## src/common/fbr_consts.vh

```
/*
 * constants for the fault blink code reporter: fault codes, arguments,
 * blink timing and the fieldbus exception code.
 * assumes a 100 MHz clock on clk_i.
 */
// How it works
// - code 6 arguments: bootp, ident, station id, tcpip
// - codes 7 and 8 never emitted
// - code 9 arguments: opcode, overflow, underflow, nmi
// - position count skips modules without data
// - display opens with ten-per-second start burst
// - pause, then code flashed at one per second
// - second pause, then argument flashed likewise
// - red error lamp steady on fieldbus failure
// - expired watchdog answers requests with exception 4
// - module-bus fault flashes lamp red with code
// - module-bus fault latched as first fault forces outputs to stop state
// - after restart outputs follow current process data
// - code 5 argument is failing module position
`ifndef FBR_CONSTS_VH
`define FBR_CONSTS_VH

// ****************************************************************
// fault codes
// ****************************************************************
`define FBR_CODE_BUS_DATA 4'h4
`define FBR_CODE_BUS_INIT 4'h5
`define FBR_CODE_FIELDBUS 4'h6
`define FBR_CODE_RSVD7 4'h7
`define FBR_CODE_RSVD8 4'h8
`define FBR_CODE_TRAP 4'h9

// ****************************************************************
// arguments for code 6 and code 9
// ****************************************************************
`define FBR_ARG_NO_BOOTP 8'h01
`define FBR_ARG_NOT_IDENT 8'h02
`define FBR_ARG_BAD_STATION_ID 8'h03
`define FBR_ARG_TCPIP_INIT 8'h04
`define FBR_ARG_ILL_OPCODE 8'h01
`define FBR_ARG_STACK_OVF 8'h02
`define FBR_ARG_STACK_UNF 8'h03
`define FBR_ARG_NMI 8'h04

// ****************************************************************
// timing
// ****************************************************************
`define FBR_CLK_HZ 100000000
`define FBR_FAST_HZ 10
`define FBR_SLOW_HZ 1
`define FBR_FAST_HALF (`FBR_CLK_HZ / (2 * `FBR_FAST_HZ))
`define FBR_SLOW_HALF (`FBR_CLK_HZ / (2 * `FBR_SLOW_HZ))
`define FBR_PAUSE_PERIODS 8'h02
`define FBR_BURST_FLASHES 8'h0A

// ****************************************************************
// fieldbus exception
// ****************************************************************
`define FBR_EXC_DEV_FAIL 16'h0004

`endif

```

## src/rtl/fbr_reporter.v

```verilog
/*
 * fault blink code reporter: latches the first fault, flashes burst,
 * code and argument on the module-bus lamp, drives the error lamp and
 * the exception answer, and holds outputs in stop state when the latched first fault is a bus fault.
 * assumes fault inputs come from logic on clk_i; fieldbus failure and
 * watchdog expiry are pins and are synchronised here.
 */
`timescale 1ns/1ps
`default_nettype none
`include "fbr_consts.vh"
module fbr_reporter #(
    parameter SLOTS = 64,
    parameter FAST_HALF = `FBR_FAST_HALF,
    parameter SLOW_HALF = `FBR_SLOW_HALF,
    parameter OUT_W = 16
) (
    // clock and reset
    input wire clk_i,
    input wire rst_i,
    // module-bus faults
    input wire bus_data_fault_i,
    input wire bus_init_fault_i,
    input wire [7:0] bus_fault_slot_i,
    input wire [SLOTS-1:0] slot_has_data_i,
    // fieldbus faults, one-cycle pulses
    input wire no_bootp_i,
    input wire not_ident_i,
    input wire bad_station_hw_identifier_i,
    input wire tcpip_init_err_i,
    // processor traps, one-cycle pulses
    input wire trap_opcode_i,
    input wire trap_stack_ovf_i,
    input wire trap_stack_unf_i,
    input wire trap_nmi_i,
    // fieldbus status pins
    input wire fieldbus_fail_i,
    input wire watchdog_on_i,
    input wire watchdog_expired_i,
    // modbus request
    input wire req_valid_i,
    output wire exc_valid_o,
    output reg [15:0] exc_code_o,
    // process outputs
    input wire [OUT_W-1:0] proc_data_i,
    input wire [OUT_W-1:0] stop_state_i,
    output reg [OUT_W-1:0] node_out_o,
    // lamps
    output reg bus_lamp_red_o,
    output reg err_lamp_o,
    // fault report
    output reg fault_active_o,
    output reg [3:0] fault_code_o,
    output reg [7:0] fault_arg_o
);

    // ************************************************************
    // pin synchronisers
    // ************************************************************
    reg [2:0] fb_sync_ff;
    reg [2:0] wd_sync_ff;
    reg fb_ff;
    reg wd_ff;
    reg wd_latch_ff;
    wire wd_seen = wd_ff | wd_latch_ff;

    always @(posedge clk_i) begin
        if (rst_i) begin
            fb_sync_ff <= 3'h0;
            fb_ff <= 1'b0;
        end else begin
            fb_sync_ff <= {fb_sync_ff[1:0], fieldbus_fail_i};
            if (fb_sync_ff[2] == fb_sync_ff[1]) begin
                fb_ff <= fb_sync_ff[2];
            end
        end
    end

    always @(posedge clk_i) begin
        if (rst_i) begin
            wd_sync_ff <= 3'h0;
            wd_ff <= 1'b0;
        end else begin
            wd_sync_ff <= {wd_sync_ff[1:0],
                           watchdog_on_i & watchdog_expired_i};
            if (wd_sync_ff[2] == wd_sync_ff[1]) begin
                wd_ff <= wd_sync_ff[2];
            end
        end
    end

    // ************************************************************
    // error lamp and exception answer
    // ************************************************************
    always @(posedge clk_i) begin
        if (rst_i) begin
            err_lamp_o <= 1'b0;
            wd_latch_ff <= 1'b0;
            exc_code_o <= 16'h0000;
        end else begin
            err_lamp_o <= fb_ff;
            if (wd_ff) begin
                wd_latch_ff <= 1'b1;
            end
            exc_code_o <= wd_seen ?
                `FBR_EXC_DEV_FAIL : 16'h0000;
        end
    end

    assign exc_valid_o = req_valid_i & wd_latch_ff;

    // ************************************************************
    // fault capture, first fault held until reset
    // ************************************************************
    wire [7:0] pos;
    fbr_pos_count #(
        .SLOTS(SLOTS)
    ) u_pos (
        .has_data_i(slot_has_data_i),
        .slot_i(bus_fault_slot_i),
        .pos_o(pos)
    );

    reg [3:0] nxt_code;
    reg [7:0] nxt_arg;
    reg nxt_hit;

    always @* begin
        nxt_hit = 1'b1;
        nxt_code = `FBR_CODE_BUS_DATA;
        nxt_arg = pos;
        if (bus_data_fault_i) begin
            nxt_code = `FBR_CODE_BUS_DATA;
        end else if (bus_init_fault_i) begin
            nxt_code = `FBR_CODE_BUS_INIT;
        end else if (no_bootp_i) begin
            nxt_code = `FBR_CODE_FIELDBUS;
            nxt_arg = `FBR_ARG_NO_BOOTP;
        end else if (not_ident_i) begin
            nxt_code = `FBR_CODE_FIELDBUS;
            nxt_arg = `FBR_ARG_NOT_IDENT;
        end else if (bad_station_hw_identifier_i) begin
            nxt_code = `FBR_CODE_FIELDBUS;
            nxt_arg = `FBR_ARG_BAD_STATION_ID;
        end else if (tcpip_init_err_i) begin
            nxt_code = `FBR_CODE_FIELDBUS;
            nxt_arg = `FBR_ARG_TCPIP_INIT;
        end else if (trap_opcode_i) begin
            nxt_code = `FBR_CODE_TRAP;
            nxt_arg = `FBR_ARG_ILL_OPCODE;
        end else if (trap_stack_ovf_i) begin
            nxt_code = `FBR_CODE_TRAP;
            nxt_arg = `FBR_ARG_STACK_OVF;
        end else if (trap_stack_unf_i) begin
            nxt_code = `FBR_CODE_TRAP;
            nxt_arg = `FBR_ARG_STACK_UNF;
        end else if (trap_nmi_i) begin
            nxt_code = `FBR_CODE_TRAP;
            nxt_arg = `FBR_ARG_NMI;
        end else begin
            nxt_hit = 1'b0;
        end
    end

    // reserved codes 7 and 8 are never loaded
    wire code_ok = (nxt_code != `FBR_CODE_RSVD7) &&
        (nxt_code != `FBR_CODE_RSVD8);

    reg bus_fault_ff;
    always @(posedge clk_i) begin
        if (rst_i) begin
            fault_active_o <= 1'b0;
            fault_code_o <= 4'h0;
            fault_arg_o <= 8'h00;
            bus_fault_ff <= 1'b0;
        end else if (!fault_active_o && nxt_hit && code_ok) begin
            // codes 7 and 8 have no source and are never loaded
            fault_active_o <= 1'b1;
            fault_code_o <= nxt_code;
            fault_arg_o <= nxt_arg;
            bus_fault_ff <= bus_data_fault_i | bus_init_fault_i;
        end
    end

    // ************************************************************
    // node outputs
    // ************************************************************
    always @(posedge clk_i) begin
        if (rst_i) begin
            node_out_o <= {OUT_W{1'b0}};
        end else if (bus_fault_ff) begin
            node_out_o <= stop_state_i;
        end else begin
            node_out_o <= proc_data_i;
        end
    end

    // ************************************************************
    // blink sequencer
    // ************************************************************
    localparam ST_IDLE = 3'h0;
    localparam ST_BURST = 3'h1;
    localparam ST_PAUSE1 = 3'h2;
    localparam ST_CODE = 3'h3;
    localparam ST_PAUSE2 = 3'h4;
    localparam ST_ARG = 3'h5;
    localparam ST_PAUSE3 = 3'h6;
    localparam [7:0] PAUSE_HALVES = 8'h2 * `FBR_PAUSE_PERIODS;

    reg [2:0] state_ff;
    reg [2:0] nxt_state;
    reg [7:0] cnt_ff;
    reg [7:0] nxt_cnt;
    reg ph_ff;
    reg nxt_ph;
    reg nxt_lamp;
    wire tick;
    wire restart = (state_ff == ST_IDLE);
    wire fast = (state_ff == ST_BURST);

    fbr_tick #(
        .FAST_HALF(FAST_HALF),
        .SLOW_HALF(SLOW_HALF)
    ) u_tick (
        .clk_i(clk_i),
        .rst_i(rst_i),
        .fast_i(fast),
        .restart_i(restart),
        .tick_o(tick)
    );

    // each flash is an on half then an off half; cnt counts flashes left, or halves left in a pause
    always @* begin
        nxt_state = state_ff;
        nxt_cnt = cnt_ff;
        nxt_ph = ph_ff;
        nxt_lamp = 1'b0;
        case (state_ff)
            ST_IDLE: begin
                if (fault_active_o) begin
                    nxt_state = ST_BURST;
                    nxt_cnt = `FBR_BURST_FLASHES;
                    nxt_ph = 1'b1;
                end
            end
            ST_BURST, ST_CODE, ST_ARG: begin
                nxt_lamp = ph_ff;
                if (tick) begin
                    nxt_ph = ~ph_ff;
                    if (!ph_ff) begin
                        nxt_cnt = cnt_ff - 8'h01;
                        if (cnt_ff <= 8'h01) begin
                            nxt_ph = 1'b0;
                            nxt_cnt = PAUSE_HALVES;
                            nxt_state = state_ff + 3'h1;
                        end
                    end
                end
            end
            ST_PAUSE1, ST_PAUSE2, ST_PAUSE3: begin
                if (tick) begin
                    nxt_cnt = cnt_ff - 8'h01;
                    if (cnt_ff <= 8'h01) begin
                        nxt_ph = 1'b1;
                        if (state_ff == ST_PAUSE1) begin
                            nxt_state = ST_CODE;
                            nxt_cnt = {4'h0, fault_code_o};
                        end else if (state_ff == ST_PAUSE2) begin
                            nxt_state = ST_ARG;
                            nxt_cnt = fault_arg_o;
                            if (fault_arg_o == 8'h00) begin
                                nxt_ph = 1'b0;
                                nxt_state = ST_PAUSE3;
                                nxt_cnt = PAUSE_HALVES;
                            end
                        end else begin
                            nxt_state = ST_BURST;
                            nxt_cnt = `FBR_BURST_FLASHES;
                        end
                    end
                end
            end
            default: begin
                nxt_state = ST_IDLE;
            end
        endcase
    end

    always @(posedge clk_i) begin
        if (rst_i) begin
            state_ff <= ST_IDLE;
            cnt_ff <= 8'h00;
            ph_ff <= 1'b0;
            bus_lamp_red_o <= 1'b0;
        end else begin
            state_ff <= nxt_state;
            cnt_ff <= nxt_cnt;
            ph_ff <= nxt_ph;
            bus_lamp_red_o <= nxt_lamp;
        end
    end
endmodule
`default_nettype wire

```

## src/rtl/fbr_pos_count.v

```verilog
/*
 * counts data-carrying modules up to a raw slot position.
 * assumes the per-slot data mask is stable while sampled.
 */
`timescale 1ns/1ps
`default_nettype none
module fbr_pos_count #(
    parameter SLOTS = 64
) (
    // slot map
    input wire [SLOTS-1:0] has_data_i,
    input wire [7:0] slot_i,
    // data-module position, one based
    output wire [7:0] pos_o
);
    // ************************************************************
    // count data modules at or below the slot
    // ************************************************************
    wire [7:0] acc [0:SLOTS];
    assign acc[0] = 8'h00;
    genvar g;
    generate
        for (g = 0; g < SLOTS; g = g + 1) begin : g_slot
            assign acc[g+1] = acc[g] +
                {7'h00, has_data_i[g] && (g <= slot_i)};
        end
    endgenerate
    assign pos_o = acc[SLOTS];
endmodule
`default_nettype wire

```

## src/rtl/fbr_tick.v

```verilog
/*
 * half-period tick generator for the blink sequencer.
 * assumes restart_i comes from the same clock; it holds the count at zero while high.
 */
`timescale 1ns/1ps
`default_nettype none
module fbr_tick #(
    parameter FAST_HALF = 5000000,
    parameter SLOW_HALF = 50000000
) (
    // clock and reset
    input wire clk_i,
    input wire rst_i,
    // control
    input wire fast_i,
    input wire restart_i,
    // tick
    output wire tick_o
);
    reg [31:0] cnt_ff;
    wire [31:0] lim = fast_i ? FAST_HALF - 1 : SLOW_HALF - 1;
    assign tick_o = (cnt_ff >= lim);
    always @(posedge clk_i) begin
        if (rst_i || restart_i || tick_o) begin
            cnt_ff <= 32'h0;
        end else begin
            cnt_ff <= cnt_ff + 32'h1;
        end
    end
endmodule
`default_nettype wire

```

## config.mk

```make
export PLATFORM = sky130hd
export DESIGN_NAME = fbr_reporter
export DESIGN_NICKNAME = d
export VERILOG_FILES = /design/src/rtl/fbr_reporter.v /design/src/rtl/fbr_pos_count.v /design/src/rtl/fbr_tick.v
export VERILOG_INCLUDE_DIRS = /design/src /design/src/common
export SDC_FILE = /design/constraint.sdc
export NUM_CORES = 1
export LEC_CHECK = 0
export ABC_AREA = 1
export BUFFER_PORTS_ARGS = -buffer_cell sky130_fd_sc_hd__buf_2
export CAP_MARGIN = 0
export CORE_MARGIN = 2
export CORE_UTILIZATION = 56
export CTS_BUF_LIST = sky130_fd_sc_hd__clkbuf_4 sky130_fd_sc_hd__clkbuf_8
export DETAILED_ROUTE_END_ITERATION = 7
export GPL_TIMING_DRIVEN = 0
export PLACE_DENSITY = 0.92
export SLEW_MARGIN = 20
export SYNTH_ARGS = -nofsm -noshare
export SYNTH_HDL_FRONTEND = slang
export SYNTH_SLANG_ARGS = --single-unit
```

## constraint.sdc

```tcl
create_clock -name clk_i -period 8.4 [get_ports clk_i]
set_input_delay 0.84 -clock clk_i [delete_from_list [all_inputs] [get_ports clk_i]]
set_output_delay 0.84 -clock clk_i [all_outputs]
set_load 0.05 [all_outputs]
```

* Yosys cells after proc, flatten, opt, wreduce, memory -nomap -nowiden
Index checks and enable logic that the tools add are counted.
** Storage, ports and cells
- Register bits :: 101
- Output and inout bits :: 48
- Logic and storage cells :: 311
** Cells by class
- Add/sub/neg operators :: 66
- Order comparisons :: 65
- Equal/unequal tests :: 16
- Mux-type cells :: 63
- Bitwise operators :: 6
- Reductions and logical operators :: 78
** Operators with widths (count)
- 8-bit by 1-bit adder with 8-bit output :: 62
- 6-bit by 8-bit less-or-equal comparator with 1-bit output (first input constant) :: 32
- 8-bit 2-to-1 mux :: 19
- 5-bit by 8-bit less-or-equal comparator with 1-bit output (first input constant) :: 16
- 1-bit logical AND :: 66
- 4-bit by 8-bit less-or-equal comparator with 1-bit output (first input constant) :: 8
- 4-bit 2-to-1 mux :: 10
- 32-bit by 1-bit adder with 32-bit output (second input constant) :: 1
- 32-bit >= comparator :: 1
- 3-bit by 8-bit less-or-equal comparator with 1-bit output (first input constant) :: 4
- 3-bit 2-to-1 mux :: 9
- 26-bit 2-to-1 mux :: 1
- 8-bit case mux with 3 select lines :: 1
- 1-bit 2-to-1 mux :: 19
- 2-bit by 8-bit less-or-equal comparator with 1-bit output (first input constant) :: 2
- 16-bit 2-to-1 mux :: 1
- 5-bit AND reduction :: 2
- 3-bit == test (second input constant) :: 3
- 3-bit case mux with 3 select lines :: 1
- 1-bit by 8-bit less-or-equal comparator with 1-bit output (first input constant) :: 1
- 8-bit by 1-bit less-or-equal comparator with 1-bit output (second input constant) :: 1
- 8-bit zero test :: 1
- 2-bit inequality test (second input constant) :: 4
- 8-bit by 1-bit subtractor with 8-bit output (second input constant) :: 1
- other kinds (20) :: 28

* Depth between registers and ports, before layout
Gate-level depths: netlist of run 1.
- Depth in word-level cells :: 75
- Gate-level depth with buffers :: 32
- Mapped depth without buffers :: 32

* Modules after synthesis
From an unflattened synthesis of run 1, not the netlist that was laid out.
** Second synthesis, totals
- Cells, all modules :: 1062
- Area total of the unflattened synthesis :: 7302.0 sq um
** Modules (own cells, without submodules)
- fbr_reporter :: instances 1, cells an instance 420, area each 2757.6 sq um, seq. area each 1081.0 sq um
- fbr_pos_count :: instances 1, cells an instance 336, area each 2537.4 sq um, seq. area each 0.0 sq um
- fbr_tick :: instances 1, cells an instance 306, area each 2006.9 sq um, seq. area each 640.6 sq um

* Worst setup path after synthesis of run 1
Ideal clock, no wire load.
- Path kind :: input-to-reg
- Start point :: in bus_fault_slot_i[7]
- End point :: reg fault_arg_o[6]
- Setup time :: 0.070 ns
- Arrival time :: 7.488 ns
- Data required time :: 8.330 ns
- Setup slack :: 0.842 ns
- Stages :: 27
- Cells stage by stage :: nor2_2 > inv_2 > nor2_8 > inv_2 > nor2_1 > nand2_1 > and3_1 > fa_1 > inv_1 > fa_1 > inv_1 > fa_1 > inv_1 > fa_1 > inv_1 > fa_1 > fa_1 > inv_1 > fa_1 > fa_1 > fa_1 > fa_1 > o21ai_0 > nand2_1 > a21boi_0 > o21ai_0 > a21oi_1
** Between the ends
- Longest elaborated chain between the ends :: 75
- Elaborated cells on any way between the ends :: 199
- Those cells by class :: 63 x add/sub; 63 x order compare; 10 x mux; 63 x reduce/logical
** Ends and longest elaborated chain
- from (decl) :: line fbr_reporter.v:23 : input wire [7:0] bus_fault_slot_i,
- 1-bit by 8-bit less-or-equal comparator with 1-bit output :: line fbr_pos_count.v:25 : {7'h00, has_data_i[g] && (g <= slot_i)};
- 1-bit logical AND :: line fbr_pos_count.v:25
- 1-bit by 1-bit adder with 2-bit output :: line fbr_pos_count.v:24 : assign acc[g+1] = acc[g] +
- 8-bit by 1-bit adder with 8-bit output (61 in a row) :: line fbr_pos_count.v:24
- 8-bit by 1-bit adder with 8-bit output (*) :: line fbr_pos_count.v:24
- 8-bit 2-to-1 mux :: line fbr_reporter.v:156 : end else if (trap_nmi_i) begin
- 8-bit 2-to-1 mux :: line fbr_reporter.v:153 : end else if (trap_stack_unf_i) begin
- 8-bit 2-to-1 mux :: line fbr_reporter.v:150 : end else if (trap_stack_ovf_i) begin
- 8-bit 2-to-1 mux :: line fbr_reporter.v:147 : end else if (trap_opcode_i) begin
- 8-bit 2-to-1 mux :: line fbr_reporter.v:144 : end else if (tcpip_init_err_i) begin
- 8-bit 2-to-1 mux :: line fbr_reporter.v:141 : end else if (bad_station_hw_identifier_i) begin
- 8-bit 2-to-1 mux :: line fbr_reporter.v:138 : end else if (not_ident_i) begin
- 8-bit 2-to-1 mux :: line fbr_reporter.v:135 : end else if (no_bootp_i) begin
- 8-bit 2-to-1 mux :: line fbr_reporter.v:133 : end else if (bus_init_fault_i) begin
- 8-bit 2-to-1 mux (*) :: line fbr_reporter.v:131 : if (bus_data_fault_i) begin
- to (signal assigned) :: line fbr_reporter.v:179 : fault_arg_o <= nxt_arg;
- to (decl) :: line fbr_reporter.v:53 : output reg [7:0] fault_arg_o
Every way passes the cells marked *; elsewhere a longest branch is shown, timed or not.
A chain may end at the register's enable or synchronous reset.

* Final worst setup path of run 1
Same ends and word-level chain as after synthesis.

==> key figures, run 1 <==
Yosys
  – Area leader, netlist: dfxtp_1
  – Seq cells post-synth: 85
  – Share of the synthesized area in the top cell type: 0.249
  – Post-synthesis mux area share: 0
  – EDFF count, synth: 0
  – Post-Syn Area: 0.00684 mm²
  – Post-synthesis area per instance: 7.62 µm²
  – Most frequent cell after synthesis: nand2_1
  – Largest family of logic cells by synthesized area: simple AND/OR/NAND/NOR gates
  – Cell variety after synth: 52
  – Commonest cells post-synth: nand2_1, inv_1, nor2_1, dfxtp_1, fa_1
  – Syn Inst Count: 897
  – Post-synthesis adder-cell area fraction: 0.224
  – Synth area leaders: dfxtp_1, fa_1, nand2_1
  – Synth Area in Simple Gates: 0.258
  – Synth warnings: 0
  – Post-synth ARST share: 0
  – Synth Flop Type: dfxtp_1
  – Compound-cell area share of the yosys netlist: 0.133
  – XOR/XNOR Fraction of Synth Area: 0.0218
  – Sequential element share of the synthesized area: 0.249

Drt
  – Routed wire length: 17.6 mm
  – Met2 WL: 8.80 mm
  – Drt drc: 0
  – Vias: about 6500
  – Vias/cell: 5.26
  – Wire per inst: 14.3 µm
  – Remaining antenna violation count: 0
  – DR top layer: met4
  – Router iterations before antenna repair: 5
  – WL met1: slightly above 7 mm
  – Starting DRT DRC Count: 443
  – Met3 routed WL: roughly 1.1 mm

Floorplanning
  – Horiz. Die Dim: 115 µm
  – Row count: 40
  – Initial Utilization: 0.572
  – Core Footprint: ~0.012 mm²
  – Die area: 0.0131 mm²
  – Chip height: between 100 and 150 µm
  – Boundary Pins: 168

Clocking
  – Clk_lat worst skew: about 0.36 ns
  – CTS Hold Bufs: 0
  – H-tree depth: 3
  – Clock Root Buffer: clkbuf_8
  – Max Root-Sink Buffers: 2
  – Num CTS Buffers: 9
  – CTS clk-pin slew, worst paths: around 0.08 ns
  – CTS sink count: 85
  – CTS tree: built

STA
  – Final Critical Period: just over 8 ns
  – Slew Limit Fails: 0
  – F_max: 0.124 GHz
  – RSZ-0062 raised after global routing: false
  – Final period util: 0.962
  – Final Skew: about 0.011 ns
  – Final hold vios: 0
  – Tightest Pin Transition: 0.902 ns
  – Relative slew margins: 0.396
  – # setup viols final: 0
  – Final hold slack: 0.406 ns

Flow run
  – Max-cap violations: 0

Global routing
  – Antenna violations before repair: 0
  – Total gr overflow: 0
  – Largest net degree at the start of global routing: 16
  – Vias in the first global route: 6286
  – All-Layer GR Usage: 0.278
  – First-pass GRT wire length: 29.0 mm

Final layout
  – Antenna Cells: 0
  – Final instance area: 0.00806 mm²
  – Layout net count: roughly 1300
  – Final Non-Filler Cells: 1230
  – Share of cells above drive strength 1: 0.217
  – Syn-to-layout area delta: 17.8%

Place
  – Dpl cell area: approximately 0.0078 mm²
  – Dpl hpwl: roughly 14 mm
  – Buffers on Ports: 150
  – Dpl cells: 1214
  – Final GP Congestion: 0.964

Setup path
  – Critical path's largest stage delay: 0.55 ns
  – R2r setup slk: around 5.3 ns
  – CP Launch Type: primary input
  – WP data arrival: 8.37 ns
  – Slowest CP cell: fa_1
  – Setup Crit Path Kind: primary input to register
  – Critical Path RT: 8.69 ns
  – CP endpoint kind: register
  – CP most frequent cell: fa_1
  – Critical path peak fanout: 10

Status
  – Status: finished clean

Power and ir drop
  – Pwr Density: ~510 mW/mm²
  – Leakage power: around 4.1 nW
  – Total power: 4.08 mW
  – Worst VDD drop: 682 µV

Worst hold path
  – Hold Crit Class: register to register
[worst max-delay path, delay by kind of cell]
family | cells | cell delay [ns]
AND/OR/NAND/NOR | 6 | 1.12
AO/OA/AOI/OAI | 4 | 0.65
buffers and inverters | 8 | 0.70
adder cells (fa/ha/maj) | 10 | 5.04
[routing by layer]
layer,vias to the layer above,global-route usage
li1,3184,-
met1,2977,0.356
met2,266,0.479
met3,39,0.0513
met4,0,0.0813
met5,-,0
[flip-flops by register name, summed over array words and instances (netlist names)]
name / flops
wd_sync_ff: 3
fb_ff: 1
node_out_o: 16
cnt_ff: 8
wd_ff: 1
bus_lamp_red_o: 1
fault_arg_o: 7
err_lamp_o: 1
u_tick.cnt_ff: 32
wd_latch_ff: 1
fb_sync_ff: 3
fault_code_o: 4
fault_active_o: 1
exc_code_o: 1
bus_fault_ff: 1
ph_ff: 1
state_ff: 3
[metrics by stage]
stage | TNS, ns | setup slack, ns | utilization
finish | 0 | 0.321 | 0.673
global route | 0 | 0.00685 | 0.673
CTS | 0 | 0.302 | 0.673
detailed placement | -0.0439 | -0.0439 | 0.656
global placement | 0 | 0.00697 | 0.656
floorplan | 0 | 0.842 | -
[kinds of logic (layout without fill, tap and decap cells)]
logic type	after synthesis	count (layout)
adder cells (fa/ha/maj)	90	90
flip-flops	85	85
AO/OA/AOI/OAI	151	151
buffers and inverters	180	346
other	1	21
XOR/XNOR	17	17
AND/OR/NAND/NOR	373	373
[path summary, 6_finish.rpt]
path | start | endpoint | cells past startpoint
setup reg to reg | state_ff[1]$_SDFFE_PP0P_ | u_tick.cnt_ff[16]$_SDFF_PP0_ | 16
hold reg to reg | fb_sync_ff[0]$_SDFF_PP0_ | fb_sync_ff[1]$_SDFF_PP0_ | 2
setup / recovery | bus_fault_slot_i[7] | fault_arg_o[6]$_SDFFE_PP0P_ | 28
hold / removal | fb_sync_ff[0]$_SDFF_PP0_ | fb_sync_ff[1]$_SDFF_PP0_ | 2
[timing repair]
item | in CTS | in global routing
resized for setup | 0 | 1
buffers inserted | 0 | 0
endpoints found under the setup margin | 0 | 1
[power by group]
part | internal [mW] | switching, mW
clock network | 0.148 | 0.152
registers | 0.457 | 0.0369
logic | 1.33 | 1.95
total | 1.94 | 2.14
[cell usage in the layout, fill, tap and decap left out, types with 5 or more instances in the layout]
| cell | n |
|---|---|
| clkbuf_1 | 9 |
| buf_6 | 5 |
| nor2_2 | 5 |
| inv_1 | 137 |
| nand2_2 | 7 |
| o211a_1 | 6 |
| nand2_1 | 140 |
| nand4_1 | 6 |
| nand3_1 | 32 |
| o211ai_1 | 17 |
| xor2_1 | 12 |
| a21oi_1 | 47 |
| fa_1 | 54 |
| inv_2 | 7 |
| xnor2_1 | 5 |
| buf_4 | 17 |
| dfxtp_1 | 85 |
| a31oi_1 | 5 |
| o21ai_0 | 48 |
| a21boi_0 | 8 |
| and3_1 | 7 |
| nor3b_1 | 7 |
| buf_2 | 151 |
| conb_1 | 21 |
| o21a_1 | 7 |
| nor3_1 | 9 |
| clkbuf_8 | 10 |
| ha_1 | 36 |
| nor2_4 | 6 |
| nor2_1 | 133 |
[cell type report]
class,instances,area [µm²]
multi-input combinational,652,4430
fill,1013,3910
sequential,85,1700
timing repair buffer,150,751
inverter,146,548
buffer,34,230
tap,147,184
clock buffer,10,138
clock inverter,6,68.8
No activity file was read; power rests on OpenSTA's default activity.
==> inputs of run 2 (changes only) <==
--- a/config.mk
+++ b/config.mk
@@ -9,12 +9,11 @@
 export ABC_AREA = 1
 export BUFFER_PORTS_ARGS = -buffer_cell sky130_fd_sc_hd__buf_2
 export CAP_MARGIN = 0
-export CORE_MARGIN = 2
-export CORE_UTILIZATION = 56
+export CORE_UTILIZATION = 51
 export CTS_BUF_LIST = sky130_fd_sc_hd__clkbuf_4 sky130_fd_sc_hd__clkbuf_8
 export DETAILED_ROUTE_END_ITERATION = 7
 export GPL_TIMING_DRIVEN = 0
-export PLACE_DENSITY = 0.92
+export PLACE_DENSITY = 0.89
 export SLEW_MARGIN = 20
 export SYNTH_ARGS = -nofsm -noshare
 export SYNTH_HDL_FRONTEND = slang
==> constraint.sdc (replaced) <==
create_clock -name clk_i -period 6.5 [get_ports clk_i]
set_input_delay 0.65 -clock clk_i [delete_from_list [all_inputs] [get_ports clk_i]]
set_output_delay 0.65 -clock clk_i [all_outputs]
set_load 0.05 [all_outputs]
==> run 2 against run 1 <==
Against the previous run:
- the flow now finishes with violations (setup timing)
- worst hold slack about the same
- global-route usage down 0.096 points
- critical path type unchanged
- core utilization decreased by 2.2 points
- cell count increased by 3.1%
- sequential cell count unchanged
- clock skew is 0.0070 ns higher
- register-to-register slack lost 1.9 ns
- wire length rose by 2.8%
- clock-buffer cell count fell by 1
- final area increased by 3.7%
- first-iteration DRC count rose by 4.5%
==> key figures, run 2 (synthesized netlist as in run 1, its figures left out) <==
Setup path
  – CP endpoint kind: register
  – Buf+Inv Stages, Crit Path: 4 (-4)
  – Critical path's largest stage delay: 0.60 ns (+0.05 ns)
  – Crit path depth: 23 (-18%)
  – Slowest CP cell: fa_1
  – Origin of the worst setup path: bus_fault_slot_i[7]
  – CP Launch Type: primary input
  – WP data arrival: 7.25 ns (-1.12 ns)
  – R2r setup slk: 3.36 ns (-1.92 ns)
  – Setup Crit Path Kind: primary input to register
  – CP top delay family: adder cells
  – Worst flop-to-flop path endpoint: u_tick.cnt_ff[14]$_SDFF_PP0_
  – Critical Path RT: 6.75 ns (-1.94 ns)
  – FF-to-FF path depth: 16 (unchanged)
  – CP most frequent cell: fa_1
  – RR Startpoint: state_ff[1]$_SDFFE_PP0P_
  – Crit path capture: fault_arg_o[1]$_SDFFE_PP0P_
  – Crit-path cells: buf_6 > nor2_4 > nand2_1 > nor2_4 > inv_2 > o211ai_1 > fa_1 > fa_1 > inv_1 > fa_1 > fa_1 > fa_2 > fa_1 > inv_1 > fa_1 > fa_1 > fa_2 > fa_2 > o21ai_1 > o21ai_1 > a31oi_1 > o21ai_1 > a21oi_1
  – Critical path peak fanout: 11 (+1)

Clocking
  – Clk_lat worst skew: 0.37 ns (about the same)
  – CTS sink count: 85 (unchanged)
  – CTS tree: built
  – H-tree depth: 3 (unchanged)
  – CTS clk-pin slew, worst paths: 0.09 ns (about the same)
  – Clock Root Buffer: clkbuf_8
  – Max Root-Sink Buffers: 2 (unchanged)
  – Num CTS Buffers: 9 (unchanged)
  – CTS Hold Bufs: 0 (unchanged)

Global routing
  – Antenna violations before repair: 0 (unchanged)
  – First-pass GRT wire length: 30.8 mm (+5.9%)
  – Total gr overflow: 0 (unchanged)
  – Largest net degree at the start of global routing: 17 (+1)
  – Vias in the first global route: 6421 (+2.1%)
  – All-Layer GR Usage: 0.277 (-0.000963)

STA
  – Final Critical Period: 7.00 ns
  – Tightest Pin Transition: 0.844 ns (-0.0585 ns)
  – # setup viols final: 7 (+7)
  – F_max: 0.143 GHz
  – Slew Limit Fails: 0 (unchanged)
  – Final period util: 1.08
  – Final hold vios: 0 (unchanged)
  – Final hold slack: 0.406 ns (-0.000435 ns)
  – Relative slew margins: 0.435 (+0.0391)
  – Final setup margin: -0.498 ns (-0.819 ns)
  – RSZ-0062 raised after global routing: true
  – Final Skew: 0.0184 ns (+0.00697 ns)

Floorplanning
  – Core Footprint: 0.0128 mm² (+7.2%)
  – Initial Utilization: 0.533 (-0.0385)
  – Chip height: 118 µm (+2.9%)
  – Die area: 0.0139 mm² (+5.8%)
  – Boundary Pins: 168 (unchanged)
  – Row count: 41 (+2.5%)
  – Horiz. Die Dim: 118 µm (+2.9%)

Place
  – Dpl cells: 1239 (+2.1%)
  – Buffers on Ports: 150 (unchanged)
  – Dpl hpwl: 14.7 mm (+3.3%)
  – Final GP Congestion: 0.981 (+1.7%)

Final layout
  – Share of cells above drive strength 1: 0.246 (+0.0294)
  – Largest reg by FF count: u_tick.cnt_ff
  – Largest regs: u_tick.cnt_ff: 32 flops, node_out_o: 16 flops, cnt_ff: 8 flops
  – Layout net count: 1301 (+1.0%)
  – Most frequent cells in the layout: buf_2, nand2_1, inv_1, nor2_1, dfxtp_1
  – Commonest non-fill, non-tap cell in the layout: buf_2
  – Syn-to-layout area delta: 22.1%
  – Max FFs per register: 32 (unchanged)
  – Antenna Cells: 0 (unchanged)
  – Final Non-Filler Cells: 1268 (+3.1%)

Drt
  – Drt drc: 0 (unchanged)
  – Remaining antenna violation count: 0 (unchanged)
  – Router iterations before antenna repair: 5 (unchanged)
  – Routed wire length: 18.1 mm (+2.8%)
  – Starting DRT DRC Count: 463 (+4.5%)
  – Wire per inst: 14.3 µm (-0.31%)
  – Vias: 6482 (+0.25%)
  – Vias/cell: 5.11 (-2.8%)

Worst hold path
  – Hold path cells: 2 (unchanged)
  – Hold Crit Class: register to register

Status
  – Violated checks: setup timing
  – Status: finished with violations

Flow run
  – Max-cap violations: 0 (unchanged)
==> run 2: per-stage QoR <==
step,instance area (µm²),util,setup TNS (ns),setup slack [ns]
2_1_floorplan,6950,-,-2.49,-0.535
3_3_place_gp,7920,0.617,-7.62,-1.31
3_5_place_dp,7920,0.617,-7.90,-1.40
4_1_cts,8320,0.649,-1.83,-0.462
5_1_grt,8350,0.651,-3.77,-0.742
6_report,8350,0.651,-1.95,-0.498
==> run 2: routing by layer <==
metal	vias up	track usage	wire, µm
li1	3223	-	-
met1	2962	0.342	7590
met2	246	0.463	8720
met3	51	0.0610	1210
met4	0	0.122	592
met5	-	0	0
==> run 2: worst min-delay path by stage <==
stage                             startpoint                        to  slack (ns)
floorplan           fb_sync_ff[0]$_SDFF_PP0_  fb_sync_ff[1]$_SDFF_PP0_        0.39
global placement    wd_sync_ff[0]$_SDFF_PP0_  wd_sync_ff[1]$_SDFF_PP0_        0.39
detailed placement  fb_sync_ff[0]$_SDFF_PP0_  fb_sync_ff[1]$_SDFF_PP0_        0.40
CTS                 fb_sync_ff[0]$_SDFF_PP0_  fb_sync_ff[1]$_SDFF_PP0_        0.41
global route        wd_sync_ff[0]$_SDFF_PP0_  wd_sync_ff[1]$_SDFF_PP0_        0.45
finish              fb_sync_ff[0]$_SDFF_PP0_  fb_sync_ff[1]$_SDFF_PP0_        0.41
==> run 2: tightest hold or removal path: cells and delay by family (launching register included) <==
family | cells | cell delay (ns)
buffers and inverters | 1 | 0.04
flip-flops | 1 | 0.30
AND/OR/NAND/NOR | 1 | 0.03
==> run 2: final cells by class <==
type	instances	area (µm²)
Sequential cell	85	1700
Clock buffer	9	124
Timing Repair Buffer	164	868
Inverter	146	561
Fill cell	1117	4470
Tap cell	172	215
Multi-Input combinational cell	652	4540
Buffer	33	243
Clock inverter	7	103
==> run 2: what timing repair did <==
item / CTS / global route
pin swaps: 32 / 2
buffers inserted: 13 / 1
endpoints found under the setup margin: 7 / 7
gates cloned: 0 / 0
resized for setup: 33 / 5
Power of run 2 is left out: the tool's default activity adds up to more than one toggle a clock period on the data nets, which glitch-free logic cannot reach.
